File: src/verilog/chd_pkg.sv
`default_nettype none
// Shared constants of the card host read path
package chd_pkg;
  // Receive FIFO shape
  localparam int FIFO_DEPTH = 16;
  localparam int FIFO_AW = 4;
  localparam int DATA_W = 32;
  // Register byte offsets
  localparam logic [4:0] OFS_MODE = 5'h00;
  localparam logic [4:0] OFS_BLOCK = 5'h04;
  localparam logic [4:0] OFS_DMA_CFG = 5'h08;
  localparam logic [4:0] OFS_SLOT_WIDTH = 5'h0C;
  localparam logic [4:0] OFS_STATUS = 5'h10;
  localparam logic [4:0] OFS_IRQ_EN = 5'h14;
  localparam logic [4:0] OFS_RX_FIFO = 5'h18;
  localparam logic [4:0] OFS_CTRL = 5'h1C;
  // Mode register fields
  localparam int MODE_READ_PROOF_BIT = 0;
  localparam int MODE_INIT_DONE_BIT = 1;
  // Block register fields
  localparam int BLK_LEN_LSB = 0;
  localparam int BLK_LEN_W = 12;
  localparam int BLK_CNT_LSB = 16;
  localparam int BLK_CNT_W = 16;
  // DMA config fields
  localparam int DMA_CHUNK_LSB = 0;
  localparam int DMA_ROUND_BIT = 4;
  localparam int DMA_HS_EN_BIT = 8;
  // Slot and width fields
  localparam int SLOT_LSB = 0;
  localparam int WIDTH_LSB = 6;
  localparam logic [1:0] WIDTH_4BIT = 2'h2;
  // Status bits
  localparam int STAT_EMPTY_BIT = 0;
  localparam int STAT_DMA_DONE_BIT = 1;
  localparam int STAT_XFER_DONE_BIT = 2;
  localparam int STAT_OVERRUN_BIT = 3;
  // Control bits
  localparam int CTRL_START_BIT = 0;
  localparam int CTRL_STOP_BIT = 1;
  // Reset values
  localparam logic [11:0] RST_BLK_LEN = 12'h200;
  localparam logic [15:0] RST_BLK_CNT = 16'h0001;
  // Link timing: CRC16 edges plus end bit
  localparam logic [4:0] CRC_EDGES = 5'h11;
  localparam logic [4:0] STALL_MARGIN = 5'h02;
  // Receiver states
  typedef enum logic [1:0] {
    RX_IDLE = 2'h0,
    RX_WAIT = 2'h1,
    RX_DATA = 2'h2,
    RX_CRC = 2'h3
  } chd_rx_state_e;
endpackage
`default_nettype wire

File: src/verilog/chd_read_path.sv
// Behaviour
// - Word size is length/4; zero skipped
// - Control-B cleared, then filled by fetch
// - Enabled channel waits for handshake requests
// - Host handshake requests pace the transfer
// - Different layers allow concurrent read and write
// - Rounding option pads blocks to whole words
// - Card bus: clock, command, four data; this module has only clock and four data pins
// - One data line until initialisation done
// - Register selects card slot and width
// - Handshake enable bit turns on requests
//
// The placing of the registers and register access over Avalon-MM were chosen for this implementation.
`default_nettype none
module chd_read_path (
  input wire logic core_clk,
  input wire logic rstn,
  input wire logic [4:0] avs_address,
  input wire logic avs_read,
  input wire logic avs_write,
  input wire logic [31:0] avs_writedata,
  input wire logic [3:0] avs_byteenable,
  output logic [31:0] avs_readdata,
  output logic avs_waitrequest,
  input wire logic card_clk,
  input wire logic [3:0] card_data,
  output logic [1:0] card_slot_sel,
  output logic card_bus_4bit,
  output logic card_clk_stall,
  output logic dma_req
);
  // Bus handshake state
  logic ack_r, rd_go, wr_go;
  logic [31:0] rd_mux, be_mask, wval;
  // Software-visible settings
  logic [1:0] mode_r, chunk_r, slot_r, width_r;
  logic [11:0] blk_len_r;
  logic [15:0] blk_cnt_r;
  logic round_r, hs_en_r;
  logic [3:0] irq_en_r; // Stored only, drives nothing
  // Sticky status
  logic dma_done_r, xfer_done_r, overrun_r, all_rx_r, stat_clr;
  // Link sampling
  logic s_clk, clk_d_r, rise;
  logic [3:0] s_data;
  // Receiver
  chd_pkg::chd_rx_state_e rx_state_r;
  logic [7:0] shift_r, shift_nxt;
  logic [2:0] nib_r, nib_nxt;
  logic [11:0] byte_cnt_r;
  logic [15:0] blks_left_r;
  logic [4:0] crc_cnt_r;
  logic [23:0] word_r; // Lower three bytes of the word in packing
  logic [1:0] bpos_r;
  logic byte_done, last_byte, tail, start_seen;
  // FIFO side
  logic push, pop, full, empty;
  logic [31:0] push_data, pad_word, head;
  logic [4:0] count, chunk_words;

  // One wait cycle per access keeps decode simple
  assign avs_waitrequest = (avs_read | avs_write) & ~ack_r;
  assign rd_go = avs_read & ack_r;
  assign wr_go = avs_write & ack_r;
  assign be_mask = {{8{avs_byteenable[3]}}, {8{avs_byteenable[2]}},
                    {8{avs_byteenable[1]}}, {8{avs_byteenable[0]}}};
  // Merge enabled lanes over current contents
  assign wval = (rd_mux & ~be_mask) | (avs_writedata & be_mask);

  // Access acknowledge toggles after one wait
  always_ff @(posedge core_clk or negedge rstn)
  begin
    if (!rstn)
      ack_r <= 1'b0;
    else
      ack_r <= (avs_read | avs_write) & ~ack_r;
  end

  // Read multiplexer; unmapped reads return zero
  always_comb
  begin
    rd_mux = 32'h0000_0000;
    case (avs_address)
      chd_pkg::OFS_MODE: rd_mux[1:0] = mode_r;
      chd_pkg::OFS_BLOCK:
      begin
        rd_mux[chd_pkg::BLK_LEN_LSB +: chd_pkg::BLK_LEN_W] = blk_len_r;
        rd_mux[chd_pkg::BLK_CNT_LSB +: chd_pkg::BLK_CNT_W] = blk_cnt_r;
      end
      chd_pkg::OFS_DMA_CFG:
      begin
        rd_mux[chd_pkg::DMA_CHUNK_LSB +: 2] = chunk_r;
        rd_mux[chd_pkg::DMA_ROUND_BIT] = round_r;
        rd_mux[chd_pkg::DMA_HS_EN_BIT] = hs_en_r;
      end
      chd_pkg::OFS_SLOT_WIDTH:
      begin
        rd_mux[chd_pkg::SLOT_LSB +: 2] = slot_r;
        rd_mux[chd_pkg::WIDTH_LSB +: 2] = width_r;
      end
      chd_pkg::OFS_STATUS:
      begin
        rd_mux[chd_pkg::STAT_EMPTY_BIT] = empty;
        rd_mux[chd_pkg::STAT_DMA_DONE_BIT] = dma_done_r;
        rd_mux[chd_pkg::STAT_XFER_DONE_BIT] = xfer_done_r;
        rd_mux[chd_pkg::STAT_OVERRUN_BIT] = overrun_r;
      end
      chd_pkg::OFS_IRQ_EN: rd_mux[3:0] = irq_en_r;
      chd_pkg::OFS_RX_FIFO: rd_mux = head;
      default: rd_mux = 32'h0000_0000;
    endcase
  end

  // Read data captured in the wait cycle
  always_ff @(posedge core_clk or negedge rstn)
  begin
    if (!rstn)
      avs_readdata <= 32'h0000_0000;
    else if (avs_read & ~ack_r)
      avs_readdata <= rd_mux;
  end

  // Configuration writes
  always_ff @(posedge core_clk or negedge rstn)
  begin
    if (!rstn)
    begin
      // All-zero start for handshake and rounding
      mode_r <= 2'h0;
      blk_len_r <= chd_pkg::RST_BLK_LEN;
      blk_cnt_r <= chd_pkg::RST_BLK_CNT;
      chunk_r <= 2'h0;
      round_r <= 1'b0;
      hs_en_r <= 1'b0;
      slot_r <= 2'h0;
      width_r <= 2'h0;
      irq_en_r <= 4'h0;
    end
    else if (wr_go)
    begin
      case (avs_address)
        chd_pkg::OFS_MODE: mode_r <= wval[1:0];
        chd_pkg::OFS_BLOCK:
        begin
          blk_len_r <= wval[chd_pkg::BLK_LEN_LSB +: chd_pkg::BLK_LEN_W];
          blk_cnt_r <= wval[chd_pkg::BLK_CNT_LSB +: chd_pkg::BLK_CNT_W];
        end
        chd_pkg::OFS_DMA_CFG:
        begin
          chunk_r <= wval[chd_pkg::DMA_CHUNK_LSB +: 2];
          round_r <= wval[chd_pkg::DMA_ROUND_BIT];
          hs_en_r <= wval[chd_pkg::DMA_HS_EN_BIT];
        end
        chd_pkg::OFS_SLOT_WIDTH:
        begin
          slot_r <= wval[chd_pkg::SLOT_LSB +: 2];
          // Width stays one line until init is declared
          if (mode_r[chd_pkg::MODE_INIT_DONE_BIT])
            width_r <= wval[chd_pkg::WIDTH_LSB +: 2];
          else
            width_r <= 2'h0;
        end
        chd_pkg::OFS_IRQ_EN: irq_en_r <= wval[3:0];
        default: irq_en_r <= irq_en_r;
      endcase
    end
  end

  // Card-side pins drive from registers
  assign card_slot_sel = slot_r;
  assign card_bus_4bit = width_r == chd_pkg::WIDTH_4BIT;

  // Link clock and data pass two flops first
  chd_sync #(.W(5)) u_sync (
    .core_clk(core_clk),
    .rstn(rstn),
    .din({card_clk, card_data}),
    .dout({s_clk, s_data})
  );

  // Third stage for edge detection
  always_ff @(posedge core_clk or negedge rstn)
  begin
    if (!rstn)
      clk_d_r <= 1'b0;
    else
      clk_d_r <= s_clk;
  end
  assign rise = s_clk & ~clk_d_r;

  // Bit and byte assembly, MSB first
  always_comb
  begin
    if (card_bus_4bit)
    begin
      shift_nxt = {shift_r[3:0], s_data};
      nib_nxt = nib_r + 3'h4;
    end
    else
    begin
      shift_nxt = {shift_r[6:0], s_data[0]};
      nib_nxt = nib_r + 3'h1;
    end
  end
  assign byte_done = rise & (rx_state_r == chd_pkg::RX_DATA) & (nib_nxt == 3'h0);
  assign last_byte = byte_cnt_r == (blk_len_r - 12'h001);
  // Without rounding, bytes past the last whole word travel one per entry
  assign tail = ~round_r & (byte_cnt_r >= {blk_len_r[11:2], 2'h0});
  assign start_seen = card_bus_4bit ? (s_data == 4'h0) : ~s_data[0];

  // Partial word padded with zeros above
  always_comb
  begin
    case (bpos_r)
      2'h0: pad_word = {24'h00_0000, shift_nxt};
      2'h1: pad_word = {16'h0000, shift_nxt, word_r[7:0]};
      2'h2: pad_word = {8'h00, shift_nxt, word_r[15:0]};
      default: pad_word = {shift_nxt, word_r};
    endcase
  end

  // Short blocks give single-byte entries only, unless rounding is on
  assign push = byte_done & (tail | (bpos_r == 2'h3) | last_byte);
  assign push_data = tail ? {24'h00_0000, shift_nxt} : pad_word;

  // Receiver sequence per block
  always_ff @(posedge core_clk or negedge rstn)
  begin
    if (!rstn)
    begin
      rx_state_r <= chd_pkg::RX_IDLE;
      shift_r <= 8'h00;
      nib_r <= 3'h0;
      byte_cnt_r <= 12'h000;
      blks_left_r <= 16'h0000;
      crc_cnt_r <= 5'h00;
    end
    else if (wr_go & (avs_address == chd_pkg::OFS_CTRL) &
             avs_writedata[chd_pkg::CTRL_STOP_BIT])
      rx_state_r <= chd_pkg::RX_IDLE;
    else if (wr_go & (avs_address == chd_pkg::OFS_CTRL) &
             avs_writedata[chd_pkg::CTRL_START_BIT])
    begin
      rx_state_r <= chd_pkg::RX_WAIT;
      blks_left_r <= blk_cnt_r;
      byte_cnt_r <= 12'h000;
    end
    else if (rise)
    begin
      case (rx_state_r)
        chd_pkg::RX_WAIT:
        begin
          // Start bit on the active lines
          if (start_seen)
          begin
            rx_state_r <= chd_pkg::RX_DATA;
            nib_r <= 3'h0;
            byte_cnt_r <= 12'h000;
          end
        end
        chd_pkg::RX_DATA:
        begin
          shift_r <= shift_nxt;
          nib_r <= nib_nxt;
          if (nib_nxt == 3'h0)
          begin
            byte_cnt_r <= byte_cnt_r + 12'h001;
            if (last_byte)
            begin
              rx_state_r <= chd_pkg::RX_CRC;
              crc_cnt_r <= 5'h00;
            end
          end
        end
        chd_pkg::RX_CRC:
        begin
          // CRC is skipped, not checked
          crc_cnt_r <= crc_cnt_r + 5'h01;
          if (crc_cnt_r == chd_pkg::CRC_EDGES - 5'h01)
          begin
            if (blks_left_r <= 16'h0001)
              rx_state_r <= chd_pkg::RX_IDLE;
            else
              rx_state_r <= chd_pkg::RX_WAIT;
            blks_left_r <= blks_left_r - 16'h0001;
          end
        end
        default: rx_state_r <= chd_pkg::RX_IDLE;
      endcase
    end
  end

  // Word packing, little-endian byte order
  always_ff @(posedge core_clk or negedge rstn)
  begin
    if (!rstn)
    begin
      word_r <= 24'h00_0000;
      bpos_r <= 2'h0;
    end
    else if (rx_state_r != chd_pkg::RX_DATA)
      bpos_r <= 2'h0;
    else if (byte_done & ~tail)
    begin
      case (bpos_r)
        2'h0: word_r[7:0] <= shift_nxt;
        2'h1: word_r[15:8] <= shift_nxt;
        2'h2: word_r[23:16] <= shift_nxt;
        default: word_r <= word_r;
      endcase
      bpos_r <= push ? 2'h0 : bpos_r + 2'h1;
    end
  end

  // Push and pop may meet in one cycle
  assign pop = rd_go & (avs_address == chd_pkg::OFS_RX_FIFO);
  chd_rx_fifo u_fifo (
    .core_clk(core_clk),
    .rstn(rstn),
    .push(push),
    .push_data(push_data),
    .pop(pop),
    .pop_data(head),
    .count(count),
    .full(full),
    .empty(empty)
  );

  // Request per chunk, or for a leftover after block end
  assign chunk_words = 5'h01 << chunk_r;
  assign dma_req = hs_en_r & ((count >= chunk_words) |
                   ((rx_state_r != chd_pkg::RX_DATA) & ~empty));

  // Stall request ahead of a full FIFO; margin covers sync lag
  always_ff @(posedge core_clk or negedge rstn)
  begin
    if (!rstn)
      card_clk_stall <= 1'b0;
    else
      card_clk_stall <= mode_r[chd_pkg::MODE_READ_PROOF_BIT] &
        (count >= 5'(chd_pkg::FIFO_DEPTH) - chd_pkg::STALL_MARGIN);
  end

  // Status read clears only what it returned; a same-cycle event wins.
  // An event landing between capture and clear must not be lost.
  assign stat_clr = rd_go & (avs_address == chd_pkg::OFS_STATUS);
  always_ff @(posedge core_clk or negedge rstn)
  begin
    if (!rstn)
    begin
      xfer_done_r <= 1'b0;
      dma_done_r <= 1'b0;
      overrun_r <= 1'b0;
      all_rx_r <= 1'b0;
    end
    else
    begin
      // Last block's end bit seen
      if (rise & (rx_state_r == chd_pkg::RX_CRC) &
          (crc_cnt_r == chd_pkg::CRC_EDGES - 5'h01) & (blks_left_r <= 16'h0001))
      begin
        xfer_done_r <= 1'b1;
        all_rx_r <= 1'b1;
      end
      else if (stat_clr & avs_readdata[chd_pkg::STAT_XFER_DONE_BIT])
        xfer_done_r <= 1'b0;
      // All data handed to the DMA
      if (all_rx_r & empty)
      begin
        dma_done_r <= 1'b1;
        all_rx_r <= 1'b0;
      end
      else if (stat_clr & avs_readdata[chd_pkg::STAT_DMA_DONE_BIT])
        dma_done_r <= 1'b0;
      // Lost word when not stalled in time
      if (push & full)
        overrun_r <= 1'b1;
      else if (stat_clr & avs_readdata[chd_pkg::STAT_OVERRUN_BIT])
        overrun_r <= 1'b0;
    end
  end
endmodule // chd_read_path
`default_nettype wire

File: src/verilog/chd_sync.sv
`default_nettype none
// Two-flop synchroniser for pin inputs
module chd_sync #(
  parameter int W = 1
) (
  input wire logic core_clk,
  input wire logic rstn,
  input wire logic [W-1:0] din,
  output logic [W-1:0] dout
);
  // First stage, read only by the second
  logic [W-1:0] meta_r;

  // Both stages reset to zero
  always_ff @(posedge core_clk or negedge rstn)
  begin
    if (!rstn)
    begin
      meta_r <= '0;
      dout <= '0;
    end
    else
    begin
      meta_r <= din;
      dout <= meta_r;
    end
  end
endmodule // chd_sync
`default_nettype wire

File: src/verilog/chd_rx_fifo.sv
`default_nettype none
// Receive word FIFO in flip-flops
module chd_rx_fifo (
  input wire logic core_clk,
  input wire logic rstn,
  input wire logic push,
  input wire logic [chd_pkg::DATA_W-1:0] push_data,
  input wire logic pop,
  output logic [chd_pkg::DATA_W-1:0] pop_data,
  output logic [chd_pkg::FIFO_AW:0] count,
  output logic full,
  output logic empty
);
  // Storage addressed by pointer
  logic [chd_pkg::DATA_W-1:0] mem_r [chd_pkg::FIFO_DEPTH];
  logic [chd_pkg::FIFO_AW-1:0] wptr_r;
  logic [chd_pkg::FIFO_AW-1:0] rptr_r;
  logic [chd_pkg::FIFO_AW:0] cnt_r;
  logic do_push;
  logic do_pop;

  // Guarded: overfill and underflow are dropped
  assign do_push = push & ~full;
  assign do_pop = pop & ~empty;
  assign full = cnt_r == 5'(chd_pkg::FIFO_DEPTH);
  assign empty = cnt_r == 5'h00;
  assign count = cnt_r;
  assign pop_data = mem_r[rptr_r];

  // Data store, no reset needed
  always_ff @(posedge core_clk)
  begin
    if (do_push)
      mem_r[wptr_r] <= push_data;
  end

  // Pointers and fill level
  always_ff @(posedge core_clk or negedge rstn)
  begin
    if (!rstn)
    begin
      wptr_r <= 4'h0;
      rptr_r <= 4'h0;
      cnt_r <= 5'h00;
    end
    else
    begin
      if (do_push)
        wptr_r <= wptr_r + 4'h1;
      if (do_pop)
        rptr_r <= rptr_r + 4'h1;
      cnt_r <= cnt_r + 5'(do_push) - 5'(do_pop);
    end
  end
endmodule // chd_rx_fifo
`default_nettype wire

File: config.mk
export PLATFORM = sky130hd
export DESIGN_NAME = chd_read_path
export DESIGN_NICKNAME = d
export VERILOG_FILES = /design/src/verilog/chd_pkg.sv /design/src/verilog/chd_read_path.sv /design/src/verilog/chd_sync.sv /design/src/verilog/chd_rx_fifo.sv
export SDC_FILE = /design/constraint.sdc
export NUM_CORES = 1
export LEC_CHECK = 0
export BUFFER_PORTS_ARGS = -buffer_cell sky130_fd_sc_hd__buf_2
export CAP_MARGIN = 0
export CELL_PAD_IN_SITES_DETAIL_PLACEMENT = 0
export CELL_PAD_IN_SITES_GLOBAL_PLACEMENT = 1
export CORE_MARGIN = 2
export CORE_UTILIZATION = 48
export CTS_BUF_LIST = sky130_fd_sc_hd__clkbuf_16
export DETAILED_ROUTE_END_ITERATION = 7
export GPL_TIMING_DRIVEN = 0
export HOLD_SLACK_MARGIN = 0.05
export PLACE_DENSITY = 0.88
export SYNTH_ARGS = -nofsm -noshare
export SYNTH_HDL_FRONTEND = slang
export SYNTH_HIERARCHICAL = 1
export SYNTH_SLANG_ARGS = --single-unit
export TNS_END_PERCENT = 1
File: constraint.sdc
create_clock -name core_clk -period 6.8 [get_ports core_clk]
set_clock_uncertainty 0.2 [all_clocks]
set_input_delay 1.36 -clock core_clk [delete_from_list [all_inputs] [get_ports core_clk]]
set_output_delay 1.36 -clock core_clk [all_outputs]
set_load 0.02 [all_outputs]
==> impl_metrics.yaml <==
outcome:
  status: "complete, no violations"
cells_and_area:
  area_growth_pct: 14.17
  layout-drive-gt1-share: 0.1919
  fin_cells: 2971
  register_area_sq_um: 19760
  layout_common_cells: "512 x edfxtp_1, 173 x dfrtp_1, 144 x nand2_1"
  diodes: 0
  fin_nets: 2225
  layout_commonest_cell: "edfxtp_1"
  multi_input_area_sq_um: 8815
  fillers: 4668
die:
  rows: 90
  dieWidth_um: 251.2
  die_h_um: 251.2
  core_region_area_sq_um: 60360
  dieArea_sq_um: 63120
  initial_core_util: 0.4861
  io_pins: 88
sta:
  setup_violations: 0
  rsz0062_at_grt: "no"
  max_freq_mhz: 163.6
  drv_slew: 0
  whs_ns: 0.1434
  layout_min_cycle_time_ns: 6.111
  max-slew-margin-rel: 0.1822
  tightest_slew_ns: 1.216
  hold_viol_final: 0
  timing.final.crit_share: 0.8987
power_and_ir_drop:
  ir_worst_vdd_v: 0.0002202
  powerDensity_nw_per_um2: 302.2
  p_leak_uw: 0.01225
cts:
  cts_root_buf: "clkbuf_16"
  h-tree-depth: 3
  cts-hold-fix-buffers: 0
  cts_tree: "built"
  cts_resized: 0
  cts_buffers: 71
  clk_pin_slew_ns: 0.06
  cts.path.max_buffers: 3
  cts.repair_timing.setup_buffer_count: 0
  cts_sinks: 687
  clkLatencyLatePin_ns: 0.61
synthesis:
  synth_fp_nets: 2035
  yosysSeqAreaShare: 0.6733
  synth_warnings: 6
  synthCells: 1944
  synthMuxAreaShare: 0.1226
  synth_seq_cells: 687
  synth-compound-area-share: 0.08222
  synth_edf_count: 512
  yosys.area_share.adder: 0.01774
  synth-main-ff-cell: "edfxtp_1"
  synthXorXnorAreaFrac: 0.009254
  synth_top_family_by_area: "multiplexers"
  synth_simple_gate_area_frac: 0.06635
  yosysUniqueCellTypes: 83
  synthArstFlopShare: 0.2547
  netlist_area_sq_um: 29340
  synth.avg_cell_area_sq_um: 15.09
detailed_routing:
  ant_nets: 0
  dr.pass1.iters: 5
  vias: 18280
  drcViolationCount: 0
  first_iter_violations: 2014
  wl_per_cell_um: 25.30
  via_per_inst: 6.153
  routed_wl_um: 75150
grt:
  grt_max_degree: 95
  grt_usage: 0.2392
  gr-total-overflow: 0
  antenna_found_initial: 0
  grt_pass1_vias: 18220
  grt_pass1_wl_um: 112800
min_path:
  hold_class: "reg -> reg"
place:
  port_buffers: 81
  dp_hpwl_um: 52010
  place.gp.congestion: 0.8974
  place_inst: 2843
setup_path:
  start_kind: "primary input"
  cp_max_fo: 10
  cp.required_ns: 7.12
  end_kind: "flip-flop"
  crit_type: "in -> reg"
  critPathArrivalTime_ns: 6.43
flow_run:
  cap_violations: 0
## metrics by stage
step	cell area (sq um)	setup slack, ns	util	total power (uW)	setup TNS (ns)
final	33500	0.6888	0.5550	10120	0
after global routing	33500	0.6394	0.5550	10480	0
after CTS	33500	0.8588	0.5550	10180	0
after detailed placement	31270	0.2708	0.5181	6466	0
after global placement	30720	-4.078	0.5090	6413	-519.33
after floorplan	29340	0.3677	-	5967	0
## worst paths after layout
path                                       end  cells past startpoint              from  slack, ns
max                            u_fifo/count[4]                     18    avs_address[3]       0.69
min                             u_sync/dout[2]                      0  u_sync/meta_r[2]       0.14
max reg2reg                u_fifo/mem_r[1][19]                     17      blk_len_r[0]       1.44
min reg2reg                     u_sync/dout[2]                      0  u_sync/meta_r[2]       0.14
max in group asynchronous      blks_left_r[10]                      2              rstn       4.94
min in group asynchronous         blk_len_r[7]                      1              rstn       0.56
## metal layers
| layer | GRT usage | wire, um | up-vias |
|---|---|---|---|
| met5 | 0 | 0 | - |
| met4 | 0.08997 | 2516 | 0 |
| met3 | 0.03510 | 5740 | 128 |
| met2 | 0.3950 | 36610 | 828 |
| met1 | 0.3238 | 30280 | 9392 |
| li1 | - | - | 7932 |
## worst max-delay path: stages
cell,delay [ns]
buf_2,0.18
or3b_1,0.35
buf_2,0.19
nor3b_1,0.51
clkbuf_1,0.56
clkbuf_1,0.94
and3_1,0.32
nor2b_1,0.14
clkbuf_1,0.37
ha_1,0.32
inv_1,0.06
ha_1,0.17
inv_1,0.06
fa_1,0.43
inv_1,0.07
a21oi_1,0.05
o21bai_1,0.18
xnor2_1,0.14
## logic make-up after synthesis
kind of cell | count (synthesis)
and+or+nand+nor | 411
DFF | 687
AOI/OAI and AO/OA | 345
buffers and inverters | 160
muxes | 269
xor gates and xnor gates | 31
adders and majority gates | 41
## layout make-up
type | instances | share of cell area
clock buffer | 73 | 0.05453
sequential | 687 | 0.5898
timing repair buffer | 117 | 0.02644
tap | 782 | 0.02921
buffer | 106 | 0.01886
clock inverter | 55 | 0.01203
inverter | 54 | 0.006051
multi-input combinational | 1097 | 0.2631
## synthesized netlist by cell type (all sizes together), types with 15 or more instances
cell | instances | area [sq um]
ha | 40 | 500.5
clkbuf | 51 | 202.7
nor3 | 21 | 105.1
a21oi | 34 | 170.2
mux2 | 62 | 698.2
xor2 | 16 | 140.1
dfrtp | 173 | 4329
nand3 | 29 | 150.1
a22oi | 55 | 412.9
mux2i | 142 | 1421
edfxtp | 512 | 15370
a221oi | 84 | 735.7
o21ai | 95 | 475.5
nor2 | 115 | 436.7
inv | 52 | 195.2
buf | 55 | 429.2
xnor2 | 15 | 131.4
mux4 | 65 | 1479
nand2 | 144 | 540.5
## power by group
part	switching [uW]	total, uW	internal [uW]
combinational	938	1600	658
sequential	136	4800	4670
clock	1580	3720	2140
## registers in the layout, summed over array words and instances, names as in the netlist, 4 cells and up
name,flops
u_fifo/mem_r,512
u_fifo/count,5
avs_readdata,32
blk_len_r,12
shift_r,7
u_fifo/rptr_r,4
byte_cnt_r,12
u_fifo/wptr_r,4
crc_cnt_r,5
blk_cnt_r,16
blks_left_r,16
irq_en_r,4
word_r,24
u_sync/dout,5
u_sync/meta_r,5
Note: power is estimated with default switching activity, not from simulation.
